--- config.mk ---
export PLATFORM = sky130hd
export DESIGN_NAME = audio_port_pin_routing
export DESIGN_NICKNAME = d
export VERILOG_FILES = /design/src/hw/pin_routing_pkg.sv /design/src/hw/source_select.sv /design/src/hw/audio_port_pin_routing.sv
export SDC_FILE = /design/constraint.sdc
export NUM_CORES = 1
export LEC_CHECK = 0
export BUFFER_PORTS_ARGS = -buffer_cell sky130_fd_sc_hd__buf_2
export CAP_MARGIN = 20
export CORE_UTILIZATION = 43
export CTS_BUF_LIST = sky130_fd_sc_hd__clkbuf_2 sky130_fd_sc_hd__clkbuf_4 sky130_fd_sc_hd__clkbuf_8
export DETAILED_ROUTE_END_ITERATION = 8
export PLACE_DENSITY_LB_ADDON = 0.1
export SYNTH_ARGS = -nofsm -noshare
export SYNTH_HDL_FRONTEND = slang
export SYNTH_SLANG_ARGS = --single-unit
--- constraint.sdc ---
create_clock -name sys_clk -period 5.6 [get_ports sys_clk]
set_input_delay 0.28 -clock sys_clk [delete_from_list [all_inputs] [get_ports sys_clk]]
set_output_delay 0.28 -clock sys_clk [all_outputs]
set_load 0.01 [all_outputs]
--- src/hw/pin_routing_pkg.sv ---
// Constants shared by the audio port pin routing block
package pin_routing_pkg;
    // Register offsets
    localparam logic [7:0] DATA_OUT_PIN_CONFIG_OFFSET = 8'h10;
    localparam logic [7:0] SECONDARY_PORT_CLOCK_SOURCE_OFFSET = 8'h11;
    localparam logic [7:0] SECONDARY_PORT_INPUT_SOURCE_OFFSET = 8'h12;
    localparam logic [7:0] PIN_FUNCTION_ROUTING_OFFSET = 8'h14;
    // Reset values
    localparam logic [7:0] DATA_OUT_PIN_CONFIG_RESET = 8'h52;
    localparam logic [7:0] SECONDARY_PORT_CLOCK_SOURCE_RESET = 8'h80;
    localparam logic [7:0] SECONDARY_PORT_INPUT_SOURCE_RESET = 8'h00;
    localparam logic [7:0] PIN_FUNCTION_ROUTING_RESET = 8'h00;
    // Read-only reserved bits are held at zero by these write masks
    localparam logic [7:0] CLOCK_SOURCE_WRITE_MASK = 8'hfe;
    localparam logic [7:0] INPUT_SOURCE_WRITE_MASK = 8'hfc;
    // Field positions
    localparam int OUT_PIN_FUNCTION_LSB = 4;
    localparam int OUT_PIN_LEVEL_BIT = 3;
    localparam int OUT_PIN_DRIVE_STYLE_LSB = 0;
    localparam int PRIMARY_INPUT_ENABLE_BIT = 7;
    localparam int SECONDARY_FRAME_SOURCE_LSB = 4;
    localparam int SECONDARY_BITCLOCK_SOURCE_LSB = 1;
    localparam int SECONDARY_INPUT_SOURCE_LSB = 5;
    localparam int SECONDARY_INPUT2_SOURCE_LSB = 2;
    localparam int PIN_DAC_POWERDOWN_SOURCE_LSB = 2;
    localparam int POWER_LIMIT_PIN_ROUTE_BIT = 1;
    localparam int GAIN_ADJUST_PIN_ROUTE_BIT = 0;
    // Data-out pin function codes
    localparam logic [3:0] FN_DISABLED = 4'h0;
    localparam logic [3:0] FN_INPUT = 4'h1;
    localparam logic [3:0] FN_GENERAL_OUTPUT = 4'h2;
    localparam logic [3:0] FN_INTERRUPT = 4'h3;
    localparam logic [3:0] FN_PDM_CLOCK = 4'h4;
    localparam logic [3:0] FN_PRIMARY_DATA = 4'h5;
    localparam logic [3:0] FN_PRIMARY_DATA2 = 4'h6;
    localparam logic [3:0] FN_SECONDARY_DATA = 4'h7;
    localparam logic [3:0] FN_SECONDARY_DATA2 = 4'h8;
    localparam logic [3:0] FN_SECONDARY_BITCLOCK = 4'h9;
    localparam logic [3:0] FN_SECONDARY_FRAME = 4'ha;
    localparam logic [3:0] FN_GENERAL_CLOCK = 4'hb;
    localparam logic [3:0] FN_MUXED_DATA = 4'hc;
    localparam logic [3:0] FN_DAISY_OUT = 4'hd;
    localparam logic [3:0] FN_LOOPBACK = 4'he;
    localparam logic [3:0] FN_RESERVED = 4'hf;
    // Drive style codes
    localparam logic [2:0] DRV_HIZ = 3'h0;
    localparam logic [2:0] DRV_ACTIVE_BOTH = 3'h1;
    localparam logic [2:0] DRV_WEAK_HIGH = 3'h2;
    localparam logic [2:0] DRV_HIZ_HIGH = 3'h3;
    localparam logic [2:0] DRV_WEAK_LOW = 3'h4;
    localparam logic [2:0] DRV_HIZ_LOW = 3'h5;
    // Source-select codes
    localparam logic [2:0] SRC_OFF = 3'h0;
    localparam logic [2:0] SRC_GENERAL_PIN_ONE = 3'h1;
    localparam logic [2:0] SRC_GENERAL_PIN_TWO = 3'h2;
    localparam logic [2:0] SRC_INPUT_ONLY_PIN = 3'h3;
    localparam logic [2:0] SRC_OUT_PIN = 3'h4;
    localparam logic [2:0] SRC_PRIMARY = 3'h5;
endpackage : pin_routing_pkg

--- src/hw/source_select.sv ---
// One source-select multiplexer for a routed internal signal
`timescale 1ns/10ps
module source_select #(
    parameter bit ALLOW_OUT_PIN = 1'b0
) (
    input wire logic [2:0] code,
    input wire logic general_pin_one,
    input wire logic general_pin_two,
    input wire logic input_only_pin,
    input wire logic out_pin,
    input wire logic primary,
    output logic selected,
    output logic valid
);
    import pin_routing_pkg::*;

    // Reserved codes fall to the inactive level, like code zero
    always_comb begin
        selected = 1'b0;
        valid = 1'b1;
        case (code)
            SRC_GENERAL_PIN_ONE: selected = general_pin_one;
            SRC_GENERAL_PIN_TWO: selected = general_pin_two;
            SRC_INPUT_ONLY_PIN: selected = input_only_pin;
            SRC_OUT_PIN: begin
                selected = ALLOW_OUT_PIN ? out_pin : 1'b0;
                valid = ALLOW_OUT_PIN;
            end
            SRC_PRIMARY: selected = primary;
            default: valid = 1'b0;
        endcase
    end
endmodule : source_select

--- src/hw/audio_port_pin_routing.sv ---
// Pin multiplexing and routing for the audio serial ports and data-out pin
`timescale 1ns/10ps
module audio_port_pin_routing (
    input wire logic sys_clk,
    input wire logic rst,
    input wire logic clk_en,
    input wire logic [7:0] reg_addr,
    input wire logic [7:0] reg_wdata,
    input wire logic reg_wr,
    input wire logic reg_rd,
    output logic [7:0] reg_rdata,
    input wire logic general_pin_one,
    input wire logic general_pin_two,
    input wire logic input_only_pin,
    input wire logic out_pin_in,
    output logic out_pin_out,
    output logic out_pin_oe,
    output logic out_pin_pullup,
    output logic out_pin_pulldown,
    output logic out_pin_as_input,
    input wire logic irq_in,
    input wire logic pdm_clock_output,
    input wire logic primary_data_out,
    input wire logic primary_data2_out,
    input wire logic secondary_data_out,
    input wire logic secondary_data2_out,
    input wire logic secondary_bitclock_out,
    input wire logic secondary_frame_out,
    input wire logic general_clock_output,
    input wire logic muxed_data_out,
    input wire logic daisy_out,
    input wire logic primary_frame_in,
    input wire logic primary_bitclock_in,
    input wire logic primary_data_in,
    input wire logic register_dac_powerdown,
    output logic primary_data,
    output logic secondary_frame,
    output logic secondary_bitclock,
    output logic secondary_data,
    output logic secondary_data2,
    output logic secondary_port_enable,
    output logic dac_powerdown,
    output logic power_limit_function,
    output logic gain_adjust_function
);
    import pin_routing_pkg::*;

    logic [7:0] data_out_pin_config_reg, data_out_pin_config_next;
    logic [7:0] secondary_port_clock_source_reg, secondary_port_clock_source_next;
    logic [7:0] secondary_port_input_source_reg, secondary_port_input_source_next;
    logic [7:0] pin_function_routing_reg, pin_function_routing_next;
    logic [7:0] rdata_reg, rdata_next;
    logic [3:0] out_pin_function;
    logic out_pin_level;
    logic [2:0] out_pin_drive_style;
    logic primary_input_enable;
    logic [2:0] secondary_frame_source, secondary_bitclock_source;
    logic [2:0] secondary_input_source, secondary_input2_source;
    logic [1:0] pin_dac_powerdown_source;
    logic power_limit_pin_route, gain_adjust_pin_route;
    logic frame_sel, frame_valid, bitclock_sel, bitclock_valid;
    logic input_sel, input2_sel, powerdown_sel;
    logic pin_value, pin_driven, pin_as_input;
    logic out_reg, oe_reg, pullup_reg, pulldown_reg, as_input_reg;
    logic out_next, oe_next, pullup_next, pulldown_next;
    logic primary_reg, frame_reg, bitclock_reg, data_reg, data2_reg, enable_reg;
    logic powerdown_reg, power_limit_function_reg, gain_reg;

    // Field views of the configuration registers
    assign out_pin_function = data_out_pin_config_reg[OUT_PIN_FUNCTION_LSB +: 4];
    assign out_pin_level = data_out_pin_config_reg[OUT_PIN_LEVEL_BIT];
    assign out_pin_drive_style = data_out_pin_config_reg[OUT_PIN_DRIVE_STYLE_LSB +: 3];
    assign primary_input_enable = secondary_port_clock_source_reg[PRIMARY_INPUT_ENABLE_BIT];
    assign secondary_frame_source = secondary_port_clock_source_reg[SECONDARY_FRAME_SOURCE_LSB +: 3];
    assign secondary_bitclock_source = secondary_port_clock_source_reg[SECONDARY_BITCLOCK_SOURCE_LSB +: 3];
    assign secondary_input_source = secondary_port_input_source_reg[SECONDARY_INPUT_SOURCE_LSB +: 3];
    assign secondary_input2_source = secondary_port_input_source_reg[SECONDARY_INPUT2_SOURCE_LSB +: 3];
    assign pin_dac_powerdown_source = pin_function_routing_reg[PIN_DAC_POWERDOWN_SOURCE_LSB +: 2];
    assign power_limit_pin_route = pin_function_routing_reg[POWER_LIMIT_PIN_ROUTE_BIT];
    assign gain_adjust_pin_route = pin_function_routing_reg[GAIN_ADJUST_PIN_ROUTE_BIT];

    // Register writes and reads; read-only reserved bits are masked to zero
    always_comb begin
        data_out_pin_config_next = data_out_pin_config_reg;
        secondary_port_clock_source_next = secondary_port_clock_source_reg;
        secondary_port_input_source_next = secondary_port_input_source_reg;
        pin_function_routing_next = pin_function_routing_reg;
        rdata_next = rdata_reg;
        if (reg_wr) begin
            case (reg_addr)
                DATA_OUT_PIN_CONFIG_OFFSET: data_out_pin_config_next = reg_wdata;
                SECONDARY_PORT_CLOCK_SOURCE_OFFSET: begin
                    secondary_port_clock_source_next = reg_wdata & CLOCK_SOURCE_WRITE_MASK;
                end
                SECONDARY_PORT_INPUT_SOURCE_OFFSET: begin
                    secondary_port_input_source_next = reg_wdata & INPUT_SOURCE_WRITE_MASK;
                end
                PIN_FUNCTION_ROUTING_OFFSET: pin_function_routing_next = reg_wdata;
                default: ;
            endcase
        end
        if (reg_rd) begin
            case (reg_addr)
                DATA_OUT_PIN_CONFIG_OFFSET: rdata_next = data_out_pin_config_reg;
                SECONDARY_PORT_CLOCK_SOURCE_OFFSET: rdata_next = secondary_port_clock_source_reg;
                SECONDARY_PORT_INPUT_SOURCE_OFFSET: rdata_next = secondary_port_input_source_reg;
                PIN_FUNCTION_ROUTING_OFFSET: rdata_next = pin_function_routing_reg;
                default: rdata_next = 8'h00; // Unmapped offsets read as zero
            endcase
        end
    end

    always_ff @(posedge sys_clk or posedge rst) begin
        if (rst) begin
            data_out_pin_config_reg <= DATA_OUT_PIN_CONFIG_RESET;
            secondary_port_clock_source_reg <= SECONDARY_PORT_CLOCK_SOURCE_RESET;
            secondary_port_input_source_reg <= SECONDARY_PORT_INPUT_SOURCE_RESET;
            pin_function_routing_reg <= PIN_FUNCTION_ROUTING_RESET;
            rdata_reg <= 8'h00;
        end else if (clk_en) begin
            data_out_pin_config_reg <= data_out_pin_config_next;
            secondary_port_clock_source_reg <= secondary_port_clock_source_next;
            secondary_port_input_source_reg <= secondary_port_input_source_next;
            pin_function_routing_reg <= pin_function_routing_next;
            rdata_reg <= rdata_next;
        end
    end

    // Source selectors; only the data-input selectors may take the data-out pin
    source_select #(.ALLOW_OUT_PIN(1'b0)) u_frame_select (
        .code(secondary_frame_source), .general_pin_one(general_pin_one),
        .general_pin_two(general_pin_two), .input_only_pin(input_only_pin),
        .out_pin(out_pin_in), .primary(primary_frame_in),
        .selected(frame_sel), .valid(frame_valid));
    source_select #(.ALLOW_OUT_PIN(1'b0)) u_bitclock_select (
        .code(secondary_bitclock_source), .general_pin_one(general_pin_one),
        .general_pin_two(general_pin_two), .input_only_pin(input_only_pin),
        .out_pin(out_pin_in), .primary(primary_bitclock_in),
        .selected(bitclock_sel), .valid(bitclock_valid));
    source_select #(.ALLOW_OUT_PIN(1'b1)) u_input_select (
        .code(secondary_input_source), .general_pin_one(general_pin_one),
        .general_pin_two(general_pin_two), .input_only_pin(input_only_pin),
        .out_pin(out_pin_in), .primary(primary_data_in),
        .selected(input_sel), .valid());
    source_select #(.ALLOW_OUT_PIN(1'b1)) u_input2_select (
        .code(secondary_input2_source), .general_pin_one(general_pin_one),
        .general_pin_two(general_pin_two), .input_only_pin(input_only_pin),
        .out_pin(out_pin_in), .primary(primary_data_in),
        .selected(input2_sel), .valid());
    // Power-down field is two bits, so it only reaches codes 0 to 3
    source_select #(.ALLOW_OUT_PIN(1'b0)) u_powerdown_select (
        .code({1'b0, pin_dac_powerdown_source}), .general_pin_one(general_pin_one),
        .general_pin_two(general_pin_two), .input_only_pin(input_only_pin),
        .out_pin(out_pin_in), .primary(1'b0),
        .selected(powerdown_sel), .valid());

    // Value that the data-out pin carries for its selected role
    always_comb begin
        pin_value = 1'b0;
        pin_driven = 1'b1;
        pin_as_input = 1'b0;
        case (out_pin_function)
            FN_INPUT: begin
                pin_driven = 1'b0;
                pin_as_input = 1'b1;
            end
            FN_GENERAL_OUTPUT: pin_value = out_pin_level;
            FN_INTERRUPT: pin_value = irq_in;
            FN_PDM_CLOCK: pin_value = pdm_clock_output;
            FN_PRIMARY_DATA: pin_value = primary_data_out;
            FN_PRIMARY_DATA2: pin_value = primary_data2_out;
            FN_SECONDARY_DATA: pin_value = secondary_data_out;
            FN_SECONDARY_DATA2: pin_value = secondary_data2_out;
            FN_SECONDARY_BITCLOCK: pin_value = secondary_bitclock_out;
            FN_SECONDARY_FRAME: pin_value = secondary_frame_out;
            FN_GENERAL_CLOCK: pin_value = general_clock_output;
            FN_MUXED_DATA: pin_value = muxed_data_out;
            FN_DAISY_OUT: pin_value = daisy_out;
            FN_LOOPBACK: pin_value = primary_data_in;
            default: pin_driven = 1'b0; // Disabled and reserved roles leave the pin floating
        endcase
    end

    // Drive style turns the pin value into enable and weak pulls
    always_comb begin
        out_next = pin_value;
        oe_next = 1'b0;
        pullup_next = 1'b0;
        pulldown_next = 1'b0;
        if (pin_driven) begin
            case (out_pin_drive_style)
                DRV_ACTIVE_BOTH: oe_next = 1'b1;
                DRV_WEAK_HIGH: begin
                    oe_next = !pin_value;
                    pullup_next = pin_value;
                end
                DRV_HIZ_HIGH: oe_next = !pin_value;
                DRV_WEAK_LOW: begin
                    oe_next = pin_value;
                    pulldown_next = !pin_value;
                end
                DRV_HIZ_LOW: oe_next = pin_value;
                default: oe_next = 1'b0; // Reserved styles are kept harmless as high impedance
            endcase
        end
    end

    // All outputs come from flops so the pins never see mux glitches
    always_ff @(posedge sys_clk or posedge rst) begin
        if (rst) begin
            out_reg <= 1'b0;
            oe_reg <= 1'b0;
            pullup_reg <= 1'b0;
            pulldown_reg <= 1'b0;
            as_input_reg <= 1'b0;
            primary_reg <= 1'b0;
            frame_reg <= 1'b0;
            bitclock_reg <= 1'b0;
            data_reg <= 1'b0;
            data2_reg <= 1'b0;
            enable_reg <= 1'b0;
            powerdown_reg <= 1'b0;
            power_limit_function_reg <= 1'b0;
            gain_reg <= 1'b0;
        end else if (clk_en) begin
            out_reg <= out_next;
            oe_reg <= oe_next;
            pullup_reg <= pullup_next;
            pulldown_reg <= pulldown_next;
            as_input_reg <= pin_as_input;
            primary_reg <= primary_input_enable & primary_data_in;
            frame_reg <= frame_sel;
            bitclock_reg <= bitclock_sel;
            data_reg <= input_sel;
            data2_reg <= input2_sel;
            enable_reg <= frame_valid & bitclock_valid & (secondary_frame_source != SRC_OFF)
                & (secondary_bitclock_source != SRC_OFF);
            powerdown_reg <= powerdown_sel | register_dac_powerdown;
            power_limit_function_reg <= power_limit_pin_route & general_pin_one;
            gain_reg <= gain_adjust_pin_route & general_pin_one;
        end
    end

    assign reg_rdata = rdata_reg;
    assign out_pin_out = out_reg;
    assign out_pin_oe = oe_reg;
    assign out_pin_pullup = pullup_reg;
    assign out_pin_pulldown = pulldown_reg;
    assign out_pin_as_input = as_input_reg;
    assign primary_data = primary_reg;
    assign secondary_frame = frame_reg;
    assign secondary_bitclock = bitclock_reg;
    assign secondary_data = data_reg;
    assign secondary_data2 = data2_reg;
    assign secondary_port_enable = enable_reg;
    assign dac_powerdown = powerdown_reg;
    assign power_limit_function = power_limit_function_reg;
    assign gain_adjust_function = gain_reg;
endmodule : audio_port_pin_routing

==> metrics, run 1 <==
status=completed; fin cells=368; slew at the pin closest to its max-slew limit=619 ps; Tmin final=2060 ps; CP startpoint=data_out_pin_config_reg[4]; Die H=80.2 um; dpl cell area=2970 um^2; DRT antenna net count=0; sequential fraction of the synthesis area=48.8%; initial antenna violation count=0; Slew Limit Fails=0; Layout Nets=332; vias per cell=5.55; vias in the first global route=1954; CP Launch Type=flop; row count=28; max cap viols=0; Avg Cell Area, Syn=11.2 um^2; CP required=5800 ps; Final setup viols=0; # fillers=551; max incr delay on CP=670 ps; setup tns final=0 ps; DR pass1 iterations=4; post-CTS setup buffer count=0; Post-synth EDFFs=0; Peak VDD IR=162 uV; Final Hold Vio Count=0; multi-input logic area=1260 um^2; ant diodes=0; Skew-Pair Late Insertion Delay=300 ps; TritonCTS clock tree=done; I/O pin count=62; Post-Layout Inst Area=3090 um^2; Detailed Place HPWL=4600 um; Clock Sink Count=51; ys flop type=dfrtp_1; syn nets=274; Port Buffer Count=61; Async S/R FF share, synth=100%; Root Buffer=clkbuf_8; residual DRC count=0; Crit Reg-Reg Startpoint=data_out_pin_config_reg[4]; Setup Skew=6.50 ps; hold slack=218 ps; Vias=2044; H-tree Lvls=2; Std-Cell Core Area=5920 um^2; Power, Total=0.670 mW; Unique masters post-synth=42; mapped cell area=2630 um^2; final core occ=52.1%; register area=1280 um^2; CTS Hold Buffers Added=0; Crit. End Element=flop; total grt overflow=0; Worst-path clk slew=90 ps; RSZ-0062 raised after global routing=false; post_cts resized=0; global-route wire length before repair=10200 um; Setup WS pre-CTS=3510 ps; Final WS setup=3540 ps; initial detailed-routing violation count=113; Max Fanout on Critical Path=12; Slowest cell on crit path=dfstp_2; Critical Path AT=2260 ps; FMAX=486 MHz; hold path start=reg_wdata[0]; drt wl/cell=17.1 um; Setup CP Type=reg2reg; fin crit share=36.8%; Initial Util=44.4%; Clock Path Buffers=2; slew margin rel.=58.7%; Ys Warns=0; full die area=6430 um^2; Post-Place Cells=358; synthesized flop and latch total=51; static leakage=1.45 nW; hold crit path type=in2reg; WL final=6280 um; fraction of layout cells with a size suffix above 1=37.2%; cell family contributing the most delay on the critical path=compound AO/OA/AOI/OAI gates; WP buf/inv=0; largest net degree at the start of global routing=52; GPL Wtd Cong=0.828; total CTS buffers=5; area delta synth->final=17.5%; Gate Count Post-Synth=234; pwr/cell area=217 nW/um^2; critical-path cell list=mux2_1 > a32o_1 > nor4_4 > a21boi_1 > o41ai_2; die width=80.2 um; gr usage total=21.3%
## cell type report
| class | instances | share of cell area [%] |
|---|---|---|
| clock inverters | 2 | 0.405 |
| clock buffers | 6 | 2.47 |
| flip-flops and latches | 51 | 41.5 |
| repair buffers | 63 | 10.9 |
| well taps | 75 | 3.04 |
| multi-input cells | 163 | 40.7 |
| inverters | 8 | 0.973 |
## where the power goes
group          switching (mW)  total [mW]  internal, mW
clock network           0.120       0.212        0.0924
logic                  0.0380      0.0688        0.0308
registers              0.0110       0.389         0.378
total                   0.169       0.670         0.501
## kinds of logic after synthesis
family / synth area share (%)
AND/OR/NAND/NOR: 13.4
AO/OA/AOI/OAI: 14.1
flip-flops: 48.8
multiplexers: 20.0
buffers and inverters: 3.38
adder cells (fa/ha/maj): 0.381
## cells in the final DEF, fill, tap and decap left out, drive strengths merged, types with 2 or more instances in the layout
| master | n |
|---|---|
| buf | 62 |
| dfrtp | 47 |
| mux2 | 32 |
| a21oi | 18 |
| mux2i | 16 |
| nor2 | 16 |
| nand3b | 11 |
| nand2 | 8 |
| inv | 8 |
| o21ai | 7 |
| o22ai | 7 |
| a22oi | 6 |
| a22o | 6 |
| clkbuf | 6 |
| nand3 | 5 |
| a32o | 4 |
| dfstp | 4 |
| nor2b | 3 |
| nor3 | 3 |
| nor3b | 2 |
| or3 | 2 |
| nand4 | 2 |
| o41ai | 2 |
## worst paths after layout
| kind | endpoint | cells past startpoint | slack [ps] |
|---|---|---|---|
| worst max-delay path | out_pin_oe | 5 | 3540 |
| worst min-delay path | data_out_pin_config_reg[0] | 2 | 220 |
| min in group asynchronous | data_out_pin_config_reg[7] | 3 | 420 |
| worst min register to register | reg_rdata[0] | 2 | 480 |
| max in group asynchronous | data_out_pin_config_reg[6] | 4 | 4640 |
| worst max register to register | out_pin_oe | 5 | 3540 |
## synth_stat cells, types with 2 or more instances
cell type / instances / share of area [%]
a21oi_1: 18 / 3.4
a22o_1: 6 / 2.0
a22oi_1: 6 / 1.7
a32o_1: 4 / 1.5
buf_2: 5 / 0.95
clkbuf_1: 6 / 0.86
dfrtp_1: 47 / 45
dfstp_2: 4 / 4.0
inv_1: 8 / 1.1
mux2_1: 3 / 1.3
mux2_2: 28 / 12
mux2i_1: 16 / 6.1
nand2_1: 8 / 1.1
nand3_1: 5 / 0.95
nand3b_1: 11 / 3.1
nand4_1: 2 / 0.48
nor2_1: 15 / 2.1
nor2b_1: 3 / 0.71
nor3_1: 2 / 0.38
nor3b_1: 2 / 0.57
o21ai_0: 7 / 1.3
o22ai_1: 7 / 1.7
or3_1: 2 / 0.48
## metal layers
layer / vias up / track usage, % / share of wire (%) / routed length (um)
li1: 984 / - / - / -
met1: 994 / 30.5 / 50 / 3130
met2: 58 / 32.7 / 45 / 2800
met3: 8 / 4.20 / 4.6 / 291
met4: 0 / 5.36 / 1.1 / 66
met5: - / 0 / 0 / 0
## worst register-to-register path, delay by kind of cell (launching register included)
kind,cells,cell delay [ps]
muxes,1,350
AOI/OAI and AO/OA,3,730
DFF,1,670
and+or+nand+nor,1,210
Note: power is estimated with default switching activity, not from simulation.
==> inputs of run 2 (changes only) <==
Settings changed: ABC_AREA from default to 1.
Clock period 5.6 ns to 1.96 ns, I/O delays scaled along.
==> metrics, run 2 <==
Post-synth top cells=103 x nand2_1, 47 x dfrtp_1, 40 x o21ai_1; post-synth top area share=45.0% (+0.28 points); pwr/cell area=609 nW/um^2 (+180%); Crit. End Element=flop; final core occ=52.5% (+0.37 points); H-tree Lvls=2 (unchanged); CP most frequent cell=nand2_1; Setup WS pre-CTS=449 ps (-3060 ps); Setup CP Type=reg2reg; area delta synth->final=18.4%; gr usage total=22.6% (+1.4 points); sequential fraction of the synthesis area=49.1% (+0.30 points); hold crit path type=in2reg; Post-synth EDFFs=0 (unchanged); top cells by area, synth=dfrtp_1 45%, nand2_1 15%, o21ai_1 7.7%; Peak VDD IR=495 uV (+210%); syn nets=383 (+40%); Layout Nets=444 (+34%); vias per cell=5.04 (-9.3%); commonest non-fill, non-tap cells in the layout=103 x nand2_1, 61 x buf_2, 47 x dfrtp_1; Slowest cell on crit path=dfrtp_1; global-route wire length before repair=10800 um (+6.6%); mux cell area share after synthesis=0% (-20 points); Synth Area in Compound Gates=16.9% (+2.8 points); total grt overflow=0 (unchanged); setup tns final=0 ps (unchanged); DR pass1 iterations=4 (unchanged); Max Fanout on Critical Path=11 (-1); largest net degree at the start of global routing=52 (unchanged); TritonCTS clock tree=done; Post-Layout Inst Area=3090 um^2 (+0.12%); Avg Cell Area, Syn=7.61 um^2 (-32%); slew margin rel.=68.8% (+10 points); CTS Hold Buffers Added=1 (+1); Worst-path clk slew=90 ps (about the same); Unique masters post-synth=26 (-38%); initial detailed-routing violation count=115 (+1.8%); Root Buffer=clkbuf_8; status=completed; post-synthesis xor/xnor area fraction=0% (unchanged); most common cell after layout, fill and taps aside=nand2_1; post_cts resized=0 (unchanged); I/O pin count=62 (unchanged); Die H=79.9 um (-0.31%); synthesized flop and latch total=51 (unchanged); CP required=2150 ps (-3650 ps); slew at the pin closest to its max-slew limit=466 ps (-153 ps); initial antenna violation count=0 (unchanged); ant diodes=0 (unchanged); DRT antenna net count=0 (unchanged); mapped cell area=2610 um^2 (-0.62%); vias in the first global route=2266 (+16%); Port Buffer Count=61 (unchanged); Final WS setup=440 ps (-3100 ps); full die area=6390 um^2 (-0.61%); Async S/R FF share, synth=100% (unchanged); Slew Limit Fails=0 (unchanged); max incr delay on CP=550 ps (-120 ps); Simple-Gate Fraction of Synth Area=25.9% (+12 points); die width=79.9 um (-0.31%); R2R Setup Slk=440 ps (-3100 ps); residual DRC count=0 (unchanged); critical-path cell list=inv_1 > nand3_1 > nand3_1 > nand2_1 > inv_1 > nor2_1 > nand2_1 > nand2_1 > o21ai_1; max cap viols=0 (unchanged); post-synthesis adder-cell area fraction=0% (-0.38 points); Detailed Place HPWL=5200 um (+13%); most numerous cell in the Yosys netlist=nand2_1; WL final=6590 um (+4.9%); Critical Path AT=1710 ps (-550 ps); dpl cell area=2990 um^2 (+0.80%); static leakage=1.58 nW (+8.7%); # fillers=625 (+13%); Tmin final=1520 ps (-538 ps); drt wl/cell=13.7 um (-20%); RSZ-0062 raised after global routing=false; combinational family with the most area after synthesis=simple AND/OR/NAND/NOR gates; Initial Util=44.4% (about the same); dominant cell type by area after synthesis=dfrtp_1; post-CTS setup buffer count=0 (unchanged); fin crit share=77.6% (+41 points); Skew-Pair Late Insertion Delay=300 ps (about the same); Power, Total=1.88 mW (+180%); Gate Count Post-Synth=343 (+47%); ys flop type=dfrtp_1; Final Hold Vio Count=0 (unchanged); Std-Cell Core Area=5890 um^2 (-0.59%); Clock Sink Count=51 (unchanged); Setup Skew=4.95 ps (-1.55 ps); fraction of layout cells with a size suffix above 1=22.2% (-15 points); row count=28 (unchanged); total CTS buffers=5 (unchanged); Ys Warns=0 (unchanged); GPL Wtd Cong=0.883 (+6.6%); FMAX=658 MHz (+35%); Final setup viols=0 (unchanged); Clock Path Buffers=2 (unchanged); Vias=2418 (+18%); CP Launch Type=flop
==> run 2: report_power, final <==
part	total [mW]	internal, mW	switching [mW]
clock	0.591	0.264	0.328
sequential	1.10	1.08	0.0260
combinational	0.187	0.0690	0.118
==> run 2: per-layer routing <==
metal  share of wire [%]  up-vias  wire length (um)  global-route usage [%]
met5                   0        -                 0                       0
met3                 4.6       13               306                    4.23
met1                  50     1096              3260                    31.8
met2                  44       64              2870                    34.7
li1                    -     1245                 -                       -
met4                 2.2        0               147                    8.04
==> run 2: final cells by class <==
type / count / area [um^2] / share of cell area, %
flip-flops and latches: 51 / 1280 / 41.5
well taps: 75 / 93.8 / 3.04
inverters: 44 / 165 / 5.34
clock inverters: 2 / 12.5 / 0.405
repair buffers: 64 / 343 / 11.1
multi-input cells: 238 / 1120 / 36.2
clock buffers: 6 / 76.3 / 2.47
==> run 2: cell families after synthesis <==
group | count (synthesis)
buffers and inverters | 54
AND/OR/NAND/NOR | 157
flip-flops | 51
AO/OA/AOI/OAI | 81
==> run 2: critical path: cells and delay by family (launching register included) <==
kind | cells | cell delay (ps)
compound gates | 1 | 60
buf+inv | 2 | 210
flops | 1 | 550
simple gates | 6 | 600
==> run 2: worst paths after layout <==
check | start | end | cells past startpoint
worst min-delay path | reg_wdata[0] | pin_function_routing_reg[0] | 3
worst max-delay path | data_out_pin_config_reg[5] | out_pin_pullup | 9
max in group asynchronous | rst | data_out_pin_config_reg[4] | 4
worst min register to register | secondary_bitclock | secondary_bitclock | 1
min in group asynchronous | rst | out_pin_oe | 4
worst max register to register | data_out_pin_config_reg[5] | out_pin_pullup | 9
==> run 2: through the flow <==
stage	cells	hold slack, ps
6_report	480	41.2
5_1_grt	480	44.6
4_1_cts	480	35.3
3_5_place_dp	471	162
3_3_place_gp	471	160
2_1_floorplan	343	236
